==> src/verilog/pst_pkg.sv <==
// Package for the status and telemetry register bank.
// Assumes a command-code register access port driven by the bus front end.
package pst_pkg;
    // Command codes
    localparam logic [7:0] PST_CMD_TEMP_STATUS = 8'h7d;
    localparam logic [7:0] PST_CMD_CML_STATUS = 8'h7e;
    localparam logic [7:0] PST_CMD_MON_STATUS = 8'h80;
    localparam logic [7:0] PST_CMD_VIN_READING = 8'h88;
    localparam logic [7:0] PST_CMD_IIN_READING = 8'h89;
    localparam logic [7:0] PST_CMD_VOUT_READING = 8'h8b;
    // Reset values
    localparam logic [7:0] PST_STATUS_RESET = 8'h00;
    localparam logic [15:0] PST_READING_RESET = 16'h0000;
    // Temperature status fields
    localparam int PST_TEMP_OVER_FAULT_BIT = 7;
    localparam int PST_TEMP_OVER_WARN_BIT = 6;
    localparam int PST_TEMP_UNDER_WARN_BIT = 5;
    localparam int PST_TEMP_UNDER_FAULT_BIT = 4;
    localparam logic [7:0] PST_TEMP_USED_MASK = 8'hf0;
    // Communication status fields
    localparam int PST_CML_BAD_CMD_BIT = 7;
    localparam int PST_CML_BAD_DATA_BIT = 6;
    localparam int PST_CML_PEC_BIT = 5;
    localparam int PST_CML_OTHER_BIT = 1;
    localparam logic [7:0] PST_CML_USED_MASK = 8'he2;
    // Monitor and sync status fields
    localparam int PST_MON_SHARE_BIT = 6;
    localparam int PST_MON_UV_WARN_BIT = 5;
    localparam int PST_MON_OV_WARN_BIT = 4;
    localparam int PST_MON_SYNC_BIT = 3;
    localparam int PST_MON_UV_FAULT_BIT = 1;
    localparam int PST_MON_OV_FAULT_BIT = 0;
    localparam logic [7:0] PST_MON_USED_MASK = 8'h7b;
    // Overall status word summary bits
    localparam int PST_WORD_CML_BIT = 1;
    localparam int PST_WORD_TEMP_BIT = 2;
    localparam int PST_WORD_OTHER_BIT = 9;
    // Warning margin: one tenth of the limit
    localparam int PST_WARN_DIVISOR = 10;
endpackage : pst_pkg

==> src/verilog/pst_sticky_byte.sv <==
// Sticky status byte: flags latch until a clear-faults pulse or reset.
// Assumes event inputs are synchronous to clk_i.
`timescale 1ns/1ps
module pst_sticky_byte #(
    parameter logic [7:0] USED_MASK = 8'hff
) (
    input wire logic clk_i,
    input wire logic reset_i,
    input wire logic clear_i,
    input wire logic [7:0] set_i,
    output logic [7:0] flags_o
);
    import pst_pkg::*;
    logic [7:0] flags_reg; // Latched flags
    logic [7:0] flags_next; // Next flags

    // Set beats clear so an event in the clear cycle is kept
    always_comb begin
        flags_next = clear_i ? PST_STATUS_RESET : flags_reg;
        flags_next = (flags_next | set_i) & USED_MASK; // RL21
    end

    // Register only
    always_ff @(posedge clk_i) begin
        if (reset_i) begin
            flags_reg <= PST_STATUS_RESET;
        end else begin
            flags_reg <= flags_next;
        end
    end

    assign flags_o = flags_reg;
endmodule : pst_sticky_byte

==> src/verilog/pst_monitor_compare.sv <==
// Monitor-pin window comparator against the programmed fault limits.
// Assumes pin reading and limits share one unsigned scale.
`timescale 1ns/1ps
module pst_monitor_compare #(
    parameter int WIDTH = 16
) (
    input wire logic [WIDTH-1:0] level_i,
    input wire logic [WIDTH-1:0] uv_limit_i,
    input wire logic [WIDTH-1:0] ov_limit_i,
    output logic uv_fault_o,
    output logic ov_fault_o,
    output logic uv_warn_o,
    output logic ov_warn_o
);
    import pst_pkg::*;
    logic [WIDTH+3:0] uv_band; // Limit minus ten percent
    logic [WIDTH+3:0] ov_band; // Limit plus ten percent

    // Ten percent band, widened so the sum cannot wrap
    always_comb begin
        uv_band = {4'h0, uv_limit_i} - ({4'h0, uv_limit_i} / (WIDTH+4)'(PST_WARN_DIVISOR));
        ov_band = {4'h0, ov_limit_i} + ({4'h0, ov_limit_i} / (WIDTH+4)'(PST_WARN_DIVISOR));
        uv_fault_o = level_i < uv_limit_i; // RL13
        ov_fault_o = level_i > ov_limit_i; // RL14
        uv_warn_o = {4'h0, level_i} < uv_band; // RL10
        ov_warn_o = {4'h0, level_i} > ov_band; // RL11
    end
endmodule : pst_monitor_compare

==> src/verilog/pst_status_telemetry_regs.sv <==
// Status and telemetry register bank read by command code.
// Assumes a bus front end presents decoded commands and error pulses.
// Telemetry words arrive ready coded; this bank only samples them.
// Clearing is one pulse for all three status bytes, pages included.
//
// Contract
// RL1: 7Dh returns paged temperature byte, reset zero
// RL2: Temperature bits 7..4 OT/UT flags, rest zero
// RL3: 7Eh returns global comm byte, reset zero
// RL4: Bit 7 set on unsupported command code
// RL5: Bit 6 set on unsupported command data
// RL6: Bit 5 set on packet error
// RL7: Bit 1 on read-only write or other
// RL8: 80h returns global monitor byte, reset zero
// RL9: Bit 6 set on current-sharing bus error
// RL10: Bit 5 when monitor below limit minus 10%
// RL11: Bit 4 when monitor above limit plus 10%
// RL12: Bit 3 on lost external clock sync
// RL13: Bit 1 when monitor below undervoltage limit
// RL14: Bit 0 when monitor above overvoltage limit
// RL15: 88h returns input voltage, Linear-11
// RL16: 89h returns input current, Linear-11
// RL17: 8Bh returns paged output voltage, unsigned 16
// RL18: Word bit 2 mirrors temperature byte
// RL19: Word bit 1 mirrors communication byte
// RL20: Word bit 9 set by any detailed bit
// RL21: Flags stay set until clear or reset
// RL22: Host only reads; writes reported as error
`timescale 1ns/1ps
module pst_status_telemetry_regs #(
    parameter int PAGES = 2,
    parameter int MON_WIDTH = 16
) (
    input wire logic clk_i,
    input wire logic reset_i,
    // Decoded command access
    input wire logic cmd_valid_i,
    input wire logic cmd_write_i,
    input wire logic [7:0] cmd_code_i,
    input wire logic [$clog2(PAGES)-1:0] page_i,
    input wire logic cmd_supported_i,
    input wire logic bad_data_i,
    input wire logic packet_error_i,
    input wire logic other_comm_fault_i,
    input wire logic clear_faults_i,
    // Event sources
    input wire logic [PAGES-1:0] over_temp_fault_i,
    input wire logic [PAGES-1:0] over_temp_warning_i,
    input wire logic [PAGES-1:0] under_temp_warning_i,
    input wire logic [PAGES-1:0] under_temp_fault_i,
    input wire logic current_sharing_bus_error_i,
    input wire logic sync_lost_i,
    input wire logic [MON_WIDTH-1:0] monitor_pin_i,
    input wire logic [MON_WIDTH-1:0] monitor_undervoltage_limit_i,
    input wire logic [MON_WIDTH-1:0] monitor_overvoltage_limit_i,
    // Telemetry from converters
    input wire logic [15:0] input_voltage_i,
    input wire logic [15:0] input_current_i,
    input wire logic [PAGES*16-1:0] output_voltage_i,
    // Read answer and status word summary bits
    output logic rd_valid_o,
    output logic [15:0] rd_data_o,
    output logic [1:0] rd_bytes_o,
    output logic [PAGES-1:0] word_temp_o,
    output logic word_cml_o,
    output logic [PAGES-1:0] word_other_o
);
    import pst_pkg::*;

    // Per-page temperature bytes and their events
    logic [7:0] temp_set [PAGES]; // Per-page temperature events
    logic [7:0] temp_flags [PAGES]; // Per-page temperature bytes
    // Global status bytes and their events
    logic [7:0] cml_set; // Communication events
    logic [7:0] cml_flags; // Communication byte
    logic [7:0] mon_set; // Monitor events
    logic [7:0] mon_flags; // Monitor byte
    // Window comparator results
    logic uv_f; // Below undervoltage limit
    logic ov_f; // Above overvoltage limit
    logic uv_w; // Below undervoltage band
    logic ov_w; // Above overvoltage band
    logic known_cmd; // Command belongs to this bank
    // Read answer stage
    logic rd_valid_reg; // Answer strobe
    logic rd_valid_next; // Next answer strobe
    logic [15:0] rd_data_reg; // Answer data
    logic [15:0] rd_data_next; // Next answer data
    logic [1:0] rd_bytes_reg; // Answer length
    logic [1:0] rd_bytes_next; // Next answer length
    // Telemetry samples
    logic [15:0] vin_reg; // Input voltage sample
    logic [15:0] vin_next; // Next input voltage
    logic [15:0] iin_reg; // Input current sample
    logic [15:0] iin_next; // Next input current
    logic [PAGES*16-1:0] vout_reg; // Output voltage samples
    logic [PAGES*16-1:0] vout_next; // Next output voltages
    // Status word summary bits
    logic [PAGES-1:0] wtemp_reg; // Word bit 2 per page
    logic [PAGES-1:0] wtemp_next; // Next word bit 2
    logic wcml_reg; // Word bit 1
    logic wcml_next; // Next word bit 1
    logic [PAGES-1:0] wother_reg; // Word bit 9 per page
    logic [PAGES-1:0] wother_next; // Next word bit 9

    // A write to any of these codes is refused and flagged,
    // never stored, since every register here is read only.
    // True for codes this bank answers
    function automatic logic bank_code(input logic [7:0] code);
        bank_code = (code == PST_CMD_TEMP_STATUS) || (code == PST_CMD_CML_STATUS)
                 || (code == PST_CMD_MON_STATUS) || (code == PST_CMD_VIN_READING)
                 || (code == PST_CMD_IIN_READING) || (code == PST_CMD_VOUT_READING);
    endfunction : bank_code

    assign known_cmd = bank_code(cmd_code_i);

    // Compare is combinational; the sticky byte adds the register.
    // A limit change acts on the very next edge.
    // Monitor pin window compare
    pst_monitor_compare #(
        .WIDTH(MON_WIDTH)
    ) u_mon_cmp (
        .level_i(monitor_pin_i),
        .uv_limit_i(monitor_undervoltage_limit_i),
        .ov_limit_i(monitor_overvoltage_limit_i),
        .uv_fault_o(uv_f),
        .ov_fault_o(ov_f),
        .uv_warn_o(uv_w),
        .ov_warn_o(ov_w)
    );

    // Temperature inputs are levels; the sticky byte holds a short
    // event after its source has gone away.
    // Temperature event mapping per page
    always_comb begin
        for (int p = 0; p < PAGES; p++) begin
            temp_set[p] = PST_STATUS_RESET;
            temp_set[p][PST_TEMP_OVER_FAULT_BIT] = over_temp_fault_i[p]; // RL2
            temp_set[p][PST_TEMP_OVER_WARN_BIT] = over_temp_warning_i[p]; // RL2
            temp_set[p][PST_TEMP_UNDER_WARN_BIT] = under_temp_warning_i[p]; // RL2
            temp_set[p][PST_TEMP_UNDER_FAULT_BIT] = under_temp_fault_i[p]; // RL2
        end
    end

    // One byte per page; a clear pulse empties every page at once.
    // The lower nibble is never stored.
    // Paged temperature bytes, unused nibble masked off
    for (genvar g = 0; g < PAGES; g++) begin : g_temp
        pst_sticky_byte #(
            .USED_MASK(PST_TEMP_USED_MASK)
        ) u_temp (
            .clk_i(clk_i),
            .reset_i(reset_i),
            .clear_i(clear_faults_i),
            .set_i(temp_set[g]),
            .flags_o(temp_flags[g]) // RL1
        );
    end

    // Bit 7 leans on the front end's support decode, so codes owned
    // by neighbouring banks are not flagged here. Writes to this
    // bank's own codes land in bit 1 instead.
    // Communication error mapping; a write to any bank code is refused
    always_comb begin
        cml_set = PST_STATUS_RESET;
        cml_set[PST_CML_BAD_CMD_BIT] = cmd_valid_i && !cmd_supported_i; // RL4
        cml_set[PST_CML_BAD_DATA_BIT] = bad_data_i; // RL5
        cml_set[PST_CML_PEC_BIT] = packet_error_i; // RL6
        cml_set[PST_CML_OTHER_BIT] = other_comm_fault_i
            || (cmd_valid_i && cmd_write_i && known_cmd); // RL7 RL22
    end

    // Global byte: one copy serves every page.
    // Bits 4:2 and 0 are masked inside the byte.
    pst_sticky_byte #(
        .USED_MASK(PST_CML_USED_MASK)
    ) u_cml (
        .clk_i(clk_i),
        .reset_i(reset_i),
        .clear_i(clear_faults_i),
        .set_i(cml_set),
        .flags_o(cml_flags) // RL3
    );

    // Warning and fault bits can set together when the pin
    // jumps past both thresholds in one cycle.
    // Monitor and sync event mapping
    always_comb begin
        mon_set = PST_STATUS_RESET;
        mon_set[PST_MON_SHARE_BIT] = current_sharing_bus_error_i; // RL9
        mon_set[PST_MON_UV_WARN_BIT] = uv_w; // RL10
        mon_set[PST_MON_OV_WARN_BIT] = ov_w; // RL11
        mon_set[PST_MON_SYNC_BIT] = sync_lost_i; // RL12
        mon_set[PST_MON_UV_FAULT_BIT] = uv_f; // RL13
        mon_set[PST_MON_OV_FAULT_BIT] = ov_f; // RL14
    end

    // Global byte; bits 7 and 2 are masked inside it.
    // Sync and sharing inputs may be pulses or levels.
    pst_sticky_byte #(
        .USED_MASK(PST_MON_USED_MASK)
    ) u_mon (
        .clk_i(clk_i),
        .reset_i(reset_i),
        .clear_i(clear_faults_i),
        .set_i(mon_set),
        .flags_o(mon_flags) // RL8
    );

    // Readings are resampled every cycle, so a read never sees a
    // half-updated word. Summary bits trail the status bytes by one
    // edge; that lag buys a clean flop output.
    // Telemetry sampling and status word summary
    always_comb begin
        vin_next = input_voltage_i; // RL15
        iin_next = input_current_i; // RL16
        vout_next = output_voltage_i; // RL17
        wcml_next = |cml_flags; // RL19
        for (int p = 0; p < PAGES; p++) begin
            wtemp_next[p] = |temp_flags[p]; // RL18
            wother_next[p] = (|temp_flags[p]) || (|cml_flags) || (|mon_flags); // RL20
        end
    end

    // One answer per read of an own code, registered on the
    // command edge. Byte answers keep the upper byte zero so the
    // front end can send the low byte alone.
    // Read answer; the mux sees sampled telemetry, so a reading is one cycle old
    always_comb begin
        rd_valid_next = 1'b0;
        rd_data_next = PST_READING_RESET;
        rd_bytes_next = 2'd0;
        if (cmd_valid_i && !cmd_write_i && known_cmd) begin
            rd_valid_next = 1'b1;
            rd_bytes_next = 2'd1;
            case (cmd_code_i)
                PST_CMD_TEMP_STATUS: begin
                    rd_data_next = {8'h00, temp_flags[page_i]}; // RL1
                end
                PST_CMD_CML_STATUS: begin
                    rd_data_next = {8'h00, cml_flags}; // RL3
                end
                PST_CMD_MON_STATUS: begin
                    rd_data_next = {8'h00, mon_flags}; // RL8
                end
                PST_CMD_VIN_READING: begin
                    rd_data_next = vin_reg; // RL15
                    rd_bytes_next = 2'd2;
                end
                PST_CMD_IIN_READING: begin
                    rd_data_next = iin_reg; // RL16
                    rd_bytes_next = 2'd2;
                end
                PST_CMD_VOUT_READING: begin
                    rd_data_next = vout_reg[page_i*16 +: 16]; // RL17
                    rd_bytes_next = 2'd2;
                end
                default: begin
                    rd_valid_next = 1'b0;
                    rd_bytes_next = 2'd0;
                end
            endcase
        end
    end

    // Synchronous reset clears the answer stage and the samples,
    // so no stale reading or strobe appears in the first cycle
    // after release.
    // Register stage for answer, telemetry samples and summary bits
    always_ff @(posedge clk_i) begin
        if (reset_i) begin
            rd_valid_reg <= 1'b0;
            rd_data_reg <= PST_READING_RESET;
            rd_bytes_reg <= 2'd0;
            vin_reg <= PST_READING_RESET;
            iin_reg <= PST_READING_RESET;
            vout_reg <= '0;
            wtemp_reg <= '0;
            wcml_reg <= 1'b0;
            wother_reg <= '0;
        end else begin
            rd_valid_reg <= rd_valid_next;
            rd_data_reg <= rd_data_next;
            rd_bytes_reg <= rd_bytes_next;
            vin_reg <= vin_next;
            iin_reg <= iin_next;
            vout_reg <= vout_next;
            wtemp_reg <= wtemp_next;
            wcml_reg <= wcml_next;
            wother_reg <= wother_next;
        end
    end

    // Outputs come straight from flops, so the front end sees
    // no glitches from the read mux.
    assign rd_valid_o = rd_valid_reg;
    assign rd_data_o = rd_data_reg;
    assign rd_bytes_o = rd_bytes_reg;
    assign word_temp_o = wtemp_reg;
    assign word_cml_o = wcml_reg;
    assign word_other_o = wother_reg;
endmodule : pst_status_telemetry_regs

==> config.mk <==
export PLATFORM = sky130hd
export DESIGN_NAME = pst_status_telemetry_regs
export DESIGN_NICKNAME = d
export VERILOG_FILES = /design/src/verilog/pst_pkg.sv /design/src/verilog/pst_sticky_byte.sv /design/src/verilog/pst_monitor_compare.sv /design/src/verilog/pst_status_telemetry_regs.sv
export SDC_FILE = /design/constraint.sdc
export NUM_CORES = 1
export LEC_CHECK = 0
export BUFFER_PORTS_ARGS = -buffer_cell sky130_fd_sc_hd__buf_2
export CORE_UTILIZATION = 50
export CTS_CLUSTER_DIAMETER = 150
export DETAILED_ROUTE_END_ITERATION = 8
export PLACE_DENSITY = 0.87
export RECOVER_POWER = 25
export SKIP_CTS_REPAIR_TIMING = 1
export SLEW_MARGIN = 20
export SYNTH_ARGS = -nofsm -noshare
export SYNTH_HDL_FRONTEND = slang
export SYNTH_SLANG_ARGS = --single-unit
==> constraint.sdc <==
create_clock -name clk_i -period 8.8 [get_ports clk_i]
set_input_delay 1.76 -clock clk_i [delete_from_list [all_inputs] [get_ports clk_i]]
set_output_delay 1.76 -clock clk_i [all_outputs]
set_load 0.01 [all_outputs]
==> metrics, run 1 <==
sort of element at the end of the critical path=register; share of the clock period used by the worst path=102%; number of nets in the layout=1796; Die Span X=143 um; leading register cell type out of synthesis=dfxtp_1; capturing instance or port of the critical path=u_mon.flags_o[5]; final cell count without fillers=1841; final clock skew=8.36 ps; actual slew at the worst max-slew pin=872 ps; global router's overall resource usage=28.7%; clock-pin slew reported for the worst setup and hold paths after clock tree synthesis=70 ps; clock latency of the later-clocked register in the worst-skew pair=350 ps; detailed router's first-iteration violation count=925; Die H=143 um; post-synthesis instance total=1243; worst r2r src=u_cml.flags_o[1]; library cell used as clock root buffer=clkbuf_16; number of I/O pins=164; Post-DP Area=0.0123 mm2; buffering stage count on the worst path with inverters included=5; initial antenna violation count=5; Critical Path Source Type=primary input; register bit count reported by yosys=106; Stages on worst setup path=37; required time at the worst-slack endpoint=9070 ps; number of buffers inserted during clock tree synthesis=9; failing checks=negative setup slack; critical-path maximum fanout=14; tightest hold margin=524 ps; number of sinks on the clock net=106; number of max-slew violations in the final report=0; Final Power=2.26 mW; Routed WL per cell=18.7 um; area of the multi-input gates=0.00797 mm2; Worst path slowest cell=fa_1; vias in the first global route=10501; detailed-placement wirelength estimate=23200 um; dominant cell type by count on the critical path=o21a_1; Vias/cell=6.26; pwr/cell area=166 mW/mm2; port bufs=163; count of nets left with antenna violations after detail routing=0; wire length after detailed routing=34400 um; number of distinct standard cells referenced by the synthesized netlist=110; number of violations of the max-capacitance limit=0; Largest register FFs=32; buffer levels on the longest clock path=2; Reg2Reg Depth=3; worst slew margin relative to its limit=41.9%; CTS tree=built; proportion of synthesized chip area in sequential cells=21.3%; number of inserted filler cells in the final layout=1363; arrival time reported for the critical path endpoint=9240 ps; Top Family by Delay on Critical Path=compound AO/OA/AOI/OAI gates; final cell area excluding filler cells=0.0136 mm2; Cells after DPL=1793; remaining global-route overflow=0; FF-to-FF End=rd_data_o[1]; first-pass GRT wire length=48500 um; setup repair after global routing missed its margin=yes; status=finished, violations left; Post-Route Setup TNS=-247 ps; placer's final routability congestion estimate=0.984; signed area change from the synthesized netlist to the final layout=36.8%; area of the mapped netlist=0.00997 mm2; pin count of the biggest net entering global routing=90; minimum period implied by the final worst setup slack=8970 ps; Post-synth EDFFs=0; HP Class=reg -> reg; achievable clock frequency=0.111 GHz; detailed-routing iteration count for the pre-antenna-repair pass=6; residual DRC count=0; worst vdd rail ir drop=0.116 mV; slowest cell delay on critical path=460 ps; final setup violating endpoints=2; core region area=0.0195 mm2; Leakage Power=6.12 nW; effective utilization at floorplan=51.1%; area of the die=0.0205 mm2; Std-Cell Rows=51; sequential cell area=0.00212 mm2; fraction of final layout cells sized beyond drive strength 1=36.1%; type of the worst setup path=in -> reg; critical path startpoint=monitor_undervoltage_limit_i[14]; number of hold violations in the final report=0; mean instance size in the synthesized netlist=8.02 um2; setup slack after layout=-173 ps; Vias=11521; number of nets in the synthesized netlist=1473; Synth Warn #=0; share of synthesized registers carrying an async set or reset=0%; Max H-tree Level=3; setup slack of the worst register-to-register path=7610 ps
layout by cell type, fill, tap and decap left out, types with 29 or more instances in the layout:
cell type,n
a21oi_1,66
buf_2,155
buf_4,196
dfxtp_1,106
ha_1,86
inv_1,57
mux2i_1,44
nand2_1,54
nand3_1,29
nor2_1,65
nor2b_1,80
o21ai_0,44
cells in the mapped netlist, types with 15 or more instances:
library cell  number  share of area, %
a21oi_1           78               3.9
o21a_1            27               2.0
clkbuf_1          33               1.2
inv_1             59               2.2
buf_2             17              0.85
o22ai_1           24               1.5
xnor2_1           25               2.2
nand2b_1          24               1.5
a211oi_1          17               1.3
a21o_1            28               2.1
and2_1            20               1.3
dfxtp_1          106                21
mux2i_1           45               4.5
o21ai_0           71               3.6
nand2_1           57               2.1
nor2_1            70               2.6
nand3_1           32               1.6
ha_1              88                11
nor2b_1           82               5.1
a31oi_1           15              0.94
nor3_1            23               1.2
nand4_1           20               1.3
worst reg2reg max path: stages, from the launching register on:
cell and delay [ps]:
dfxtp_1 350, a22oi_1 330, o221ai_1 190, and2_1 210
per-stage QoR:
step	worst slack [ps]	utilization, %
4_1_cts	-618	64.3
3_3_place_gp	-616	62.8
5_1_grt	-507	69.8
6_report	-173	69.8
2_1_floorplan	12.2	-
3_5_place_dp	-909	62.8
area by class of cell:
| class | instances | share of cell area [%] |
|---|---|---|
| well taps | 265 | 2.43 |
| diodes | 5 | 0.0917 |
| clock buffers | 9 | 1.65 |
| repair buffers | 379 | 19.2 |
| inverters | 73 | 2.03 |
| flip-flops and latches | 106 | 15.6 |
| repair inverters | 1 | 0.0550 |
| clock inverters | 7 | 0.550 |
| multi-input cells | 996 | 58.4 |
logic make-up after synthesis:
family	Yosys count	synth area share, %
simple gates	411	23.2
xor+xnor	33	3.11
fa+ha+maj	96	12.1
flops	106	21.3
compound gates	409	29.4
mux	47	4.74
buf+inv	141	6.20
routing by layer:
metal | GRT usage (%) | share of wire (%) | routed length, um | vias to the layer above
met4 | 12.0 | 3.6 | 1240 | 4
met5 | 0 | 0.067 | 23 | -
met3 | 4.83 | 7.5 | 2590 | 135
li1 | - | - | - | 5312
met2 | 52.2 | 51 | 17500 | 599
met1 | 33.1 | 38 | 13000 | 5471
power by group:
group / switching [mW] / internal [mW]
Clock: 0.193 / 0.200
Combinational: 0.701 / 0.654
Sequential: 0.0118 / 0.504
worst min path at each step:
stage                                           start                          end  slack [ps]  cells after the start
after floorplan                      u_mon.flags_o[4]             u_mon.flags_o[4]         450                      2
after global routing      g_temp[0].u_temp.flags_o[6]  g_temp[0].u_temp.flags_o[6]         570                      2
after global placement               u_mon.flags_o[4]             u_mon.flags_o[4]         500                      2
after detailed placement             u_mon.flags_o[4]             u_mon.flags_o[4]         510                      2
after CTS                            u_mon.flags_o[4]             u_mon.flags_o[4]         520                      2
final                     g_temp[0].u_temp.flags_o[4]  g_temp[0].u_temp.flags_o[4]         520                      2
(Power assumes the default switching activity.)
==> run 2: changes to the inputs <==
- CTS_BUF_LIST: default -> sky130_fd_sc_hd__clkbuf_8
- CTS_CLUSTER_DIAMETER: 150 -> 200
- PLACE_DENSITY: 0.87 -> 0.84
- clock period: 8.8 -> 9.76 ns (I/O delays scaled with it)
==> metrics, run 2 (same netlist as run 1, synthesis figures left out) <==
required time at the worst-slack endpoint=9980 ps; worst vdd rail ir drop=0.115 mV; first-pass GRT wire length=43400 um; commonest non-fill, non-tap cell in the layout=buf_2; dominant cell type by count on the critical path=a21oi_1; Vias/cell=6.06; worst slew margin relative to its limit=42.6%; detailed router's first-iteration violation count=614; capturing instance or port of the critical path=u_mon.flags_o[4]; Cells after DPL=1653; Stages on worst setup path=39; Leakage Power=5.14 nW; Vias=10197; detailed-routing iteration count for the pre-antenna-repair pass=5; number of buffers inserted during clock tree synthesis=9; actual slew at the worst max-slew pin=861 ps; FF-to-FF End=word_other_o[1]; core region area=0.0195 mm2; port bufs=163; Die Span X=143 um; wire length after detailed routing=27700 um; effective utilization at floorplan=51.1%; type of the worst setup path=in -> reg; number of max-slew violations in the final report=0; Post-Place Setup Slack=-188 ps; fraction of final layout cells sized beyond drive strength 1=24.1%; placer's final routability congestion estimate=0.921; sort of element at the end of the critical path=register; achievable clock frequency=0.107 GHz; critical path startpoint=monitor_overvoltage_limit_i[12]; number of sinks on the clock net=106; Std-Cell Rows=51; pwr/cell area=144 mW/mm2; Reg2Reg Depth=2; final setup violating endpoints=0; worst r2r src=g_temp[1].u_temp.flags_o[6]; number of hold violations in the final report=0; status=completed; Die H=143 um; library cell used as clock root buffer=clkbuf_8; remaining global-route overflow=0; setup slack of the worst register-to-register path=8580 ps; setup slack after layout=399 ps; arrival time reported for the critical path endpoint=9590 ps; count of nets left with antenna violations after detail routing=0; pin count of the biggest net entering global routing=90; CTS tree=built; detailed-placement wirelength estimate=20800 um; minimum period implied by the final worst setup slack=9360 ps; clock-pin slew reported for the worst setup and hold paths after clock tree synthesis=110 ps; number of inserted filler cells in the final layout=1699; Routed WL per cell=16.5 um; Critical Path Source Type=primary input; Max H-tree Level=3; final cell count without fillers=1682; tightest hold margin=542 ps; critical-path maximum fanout=13; initial antenna violation count=5; slowest cell delay on critical path=520 ps; global router's overall resource usage=25.6%; residual DRC count=0; Largest register FFs=32; number of I/O pins=164; most frequent cells in the layout=161 x buf_2, 106 x dfxtp_1, 88 x ha_1; Worst path slowest cell=or4_1; final clock skew=16.6 ps; number of nets in the layout=1639; signed area change from the synthesized netlist to the final layout=17.7%; number of violations of the max-capacitance limit=0; buffering stage count on the worst path with inverters included=3; HP Class=reg -> reg; area of the die=0.0205 mm2; clock latency of the later-clocked register in the worst-skew pair=370 ps; buffer levels on the longest clock path=2; share of the clock period used by the worst path=95.9%; Top Family by Delay on Critical Path=compound AO/OA/AOI/OAI gates; vias in the first global route=9269
[run 2: cell count changes in the layout (fill, tap and decap cells not counted), sizes merged]
cell    before  now
buf        375  221
clkbuf      13   11
clkinv      11    8
diode        5    3
inv         69   71
[run 2: worst reg2reg max path: cells and delay by family, from the launching register on]
| kind | cells | cell delay (ps) |
|---|---|---|
| and+or+nand+nor | 1 | 530 |
| DFF | 1 | 360 |
| AOI/OAI and AO/OA | 1 | 150 |
[run 2: area by class of cell]
type                       instances  area, um2  share of cell area [%]
clock buffer                       9        124                    1.06
antenna                            3       7.51                  0.0640
timing repair buffer             223       1280                    10.9
clock inverter                     7       80.1                   0.682
multi-input combinational        996       7510                    64.0
inverter                          73        277                    2.36
sequential                       106       2120                    18.1
tap                              265        332                    2.83
[run 2: per-layer routing]
layer	track usage, %	share of wire [%]	vias up
met2	45.9	49	382
li1	-	-	4989
met1	30.9	42	4764
met5	0	0.097	-
met3	4.23	6.4	58
met4	8.68	2.2	4
[run 2: metrics by stage]
step	instance area [um2]	TNS, ps	total power, mW	utilization [%]
after floorplan	9970	0	1.14	-
after global placement	11200	0	1.33	57.2
after detailed placement	11200	-188	1.35	57.2
after CTS	11400	0	1.63	58.2
after global routing	11700	-13.9	1.81	60.1
final	11700	0	1.69	60.1
[run 2: power by group]
part / internal [mW] / switching, mW
Combinational: 0.437 / 0.523
Sequential: 0.454 / 0.0102
Clock: 0.102 / 0.164
Total: 0.994 / 0.697
[run 2: worst min path at each step]
| stage | to | cells past startpoint | from | slack [ps] |
|---|---|---|---|---|
| after global routing | u_mon.flags_o[4] | 2 | u_mon.flags_o[4] | 550 |
| after global placement | g_temp[0].u_temp.flags_o[4] | 2 | g_temp[0].u_temp.flags_o[4] | 500 |
| after floorplan | u_mon.flags_o[4] | 2 | u_mon.flags_o[4] | 450 |
| after detailed placement | g_temp[0].u_temp.flags_o[6] | 2 | g_temp[0].u_temp.flags_o[6] | 510 |
| final | word_cml_o | 2 | u_cml.flags_o[5] | 540 |
| after CTS | u_mon.flags_o[4] | 2 | u_mon.flags_o[4] | 530 |
==> run 3: changes to the inputs <==
- CELL_PAD_IN_SITES_DETAIL_PLACEMENT: default -> 1
- CELL_PAD_IN_SITES_GLOBAL_PLACEMENT: default -> 1
- CORE_UTILIZATION: 50 -> 47
- PLACE_DENSITY: 0.84 -> 0.95
- clock period: 9.76 -> 12 ns (I/O delays scaled with it)
==> metrics, run 3 (same netlist as run 1, synthesis figures left out) <==
number of nets in the layout=1580; WHS Path Cells=2; vias in the first global route=10915; arrival time reported for the critical path endpoint=11180 ps; share of the core filled with cells in the final layout=53.8%; Worst path slowest cell=a2111oi_0; signed area change from the synthesized netlist to the final layout=10.7%; Largest register FFs=32; Die Span X=148 um; HP Class=reg -> reg; fraction of final layout cells sized beyond drive strength 1=17.9%; library cell used as clock root buffer=clkbuf_8; share of the clock period used by the worst path=91.2%; Vias=10489; actual slew at the worst max-slew pin=1060 ps; first-pass GRT wire length=57500 um; residual DRC count=0; most frequent cells in the layout=163 x buf_2, 106 x dfxtp_1, 88 x ha_1; achievable clock frequency=0.0914 GHz; Die H=148 um; number of sinks on the clock net=106; number of hold violations in the final report=0; critical path startpoint=monitor_undervoltage_limit_i[13]; remaining global-route overflow=0; number of I/O pins=164; tightest hold margin=536 ps; CTS tree=built; count of nets left with antenna violations after detail routing=0; pin count of the biggest net entering global routing=90; slowest cell delay on critical path=660 ps; Reg2Reg Depth=3; pwr/cell area=124 mW/mm2; Vias/cell=6.43; Leakage Power=4.82 nW; worst r2r src=vout_reg[20]; global router's overall resource usage=32.6%; status=completed; type of the worst setup path=in -> reg; commonest non-fill, non-tap cell in the layout=buf_2; setup repair after global routing missed its margin=no; Max H-tree Level=3; placer's final routability congestion estimate=0.890; initial antenna violation count=12; area of the multi-input gates=0.00724 mm2; buffer levels on the longest clock path=2; detailed router's first-iteration violation count=573; number of buffers inserted during clock tree synthesis=9; worst slew margin relative to its limit=29.3%; core region area=0.0205 mm2; required time at the worst-slack endpoint=12240 ps; HP Start=g_temp[0].u_temp.flags_o[6]; number of inserted filler cells in the final layout=2567; Critical Path Source Type=primary input; port bufs=163; clock-pin slew reported for the worst setup and hold paths after clock tree synthesis=90 ps; number of violations of the max-capacitance limit=0; final clock skew=19.5 ps; Std-Cell Rows=52; Routed WL per cell=22.0 um; sequential cell area=0.00212 mm2; final setup violating endpoints=0; sort of element at the end of the critical path=register; detailed-routing iteration count for the pre-antenna-repair pass=5; Final Power=1.37 mW; number of max-slew violations in the final report=0; area of the die=0.0218 mm2; Post-Route Setup TNS=0 ps; effective utilization at floorplan=48.7%; minimum period implied by the final worst setup slack=10940 ps; detailed-placement wirelength estimate=25800 um; critical-path maximum fanout=31; wire length after detailed routing=35800 um; worst vdd rail ir drop=0.0571 mV; clock latency of the later-clocked register in the worst-skew pair=400 ps
## run 3: cell count changes in the layout (fill, tap and decap cells not counted), sizes merged
cell	delta
inv	-2
buf	-57
bufinv	+2
clkbuf	-1
diode	+3
clkinv	-1
## run 3: path summary, 6_finish.rpt
kind	endpoint	slack, ps
worst max-delay path	u_mon.flags_o[5]	1060
worst min-delay path	g_temp[0].u_temp.flags_o[6]	540
worst max register to register	rd_data_o[4]	10540
worst min register to register	g_temp[0].u_temp.flags_o[6]	540
## run 3: metal layers
| metal | vias to the layer above | routed length, um | track usage [%] |
|---|---|---|---|
| li1 | 4860 | - | - |
| met1 | 5127 | 14300 | 36.7 |
| met2 | 389 | 18100 | 60.3 |
| met3 | 103 | 2130 | 5.86 |
| met4 | 10 | 1270 | 12.8 |
| met5 | - | 75 | 0 |
## run 3: per-stage QoR
step | area, um2 | worst slack [ps] | instances
after floorplan | 9970 | 2530 | 1243
after global placement | 10800 | 1250 | 1609
after detailed placement | 10800 | 856 | 1609
after CTS | 11000 | 1220 | 1625
after global routing | 11000 | 158 | 1629
final | 11000 | 1060 | 1631
## run 3: worst max-delay path: cells and delay by family
| kind | cells | cell delay [ps] |
|---|---|---|
| xor+xnor | 1 | 140 |
| simple gates | 7 | 1210 |
| compound gates | 22 | 5050 |
| mux | 1 | 490 |
| fa+ha+maj | 3 | 870 |
| buf+inv | 3 | 980 |
## run 3: layout make-up
class	count	area share (%)
Multi-Input combinational cell	996	65.6
Sequential cell	106	19.2
Timing Repair Buffer	164	7.46
Tap cell	270	3.06
Inverter	73	2.48
Clock buffer	10	1.25
Clock inverter	6	0.805
Antenna cell	6	0.136
## run 3: report_power, final
group | switching [mW] | leakage (nW) | total (mW) | internal, mW
Combinational | 0.433 | 3.82 | 0.739 | 0.306
Clock | 0.130 | 0.114 | 0.254 | 0.124
Sequential | 0.0109 | 0.879 | 0.380 | 0.369
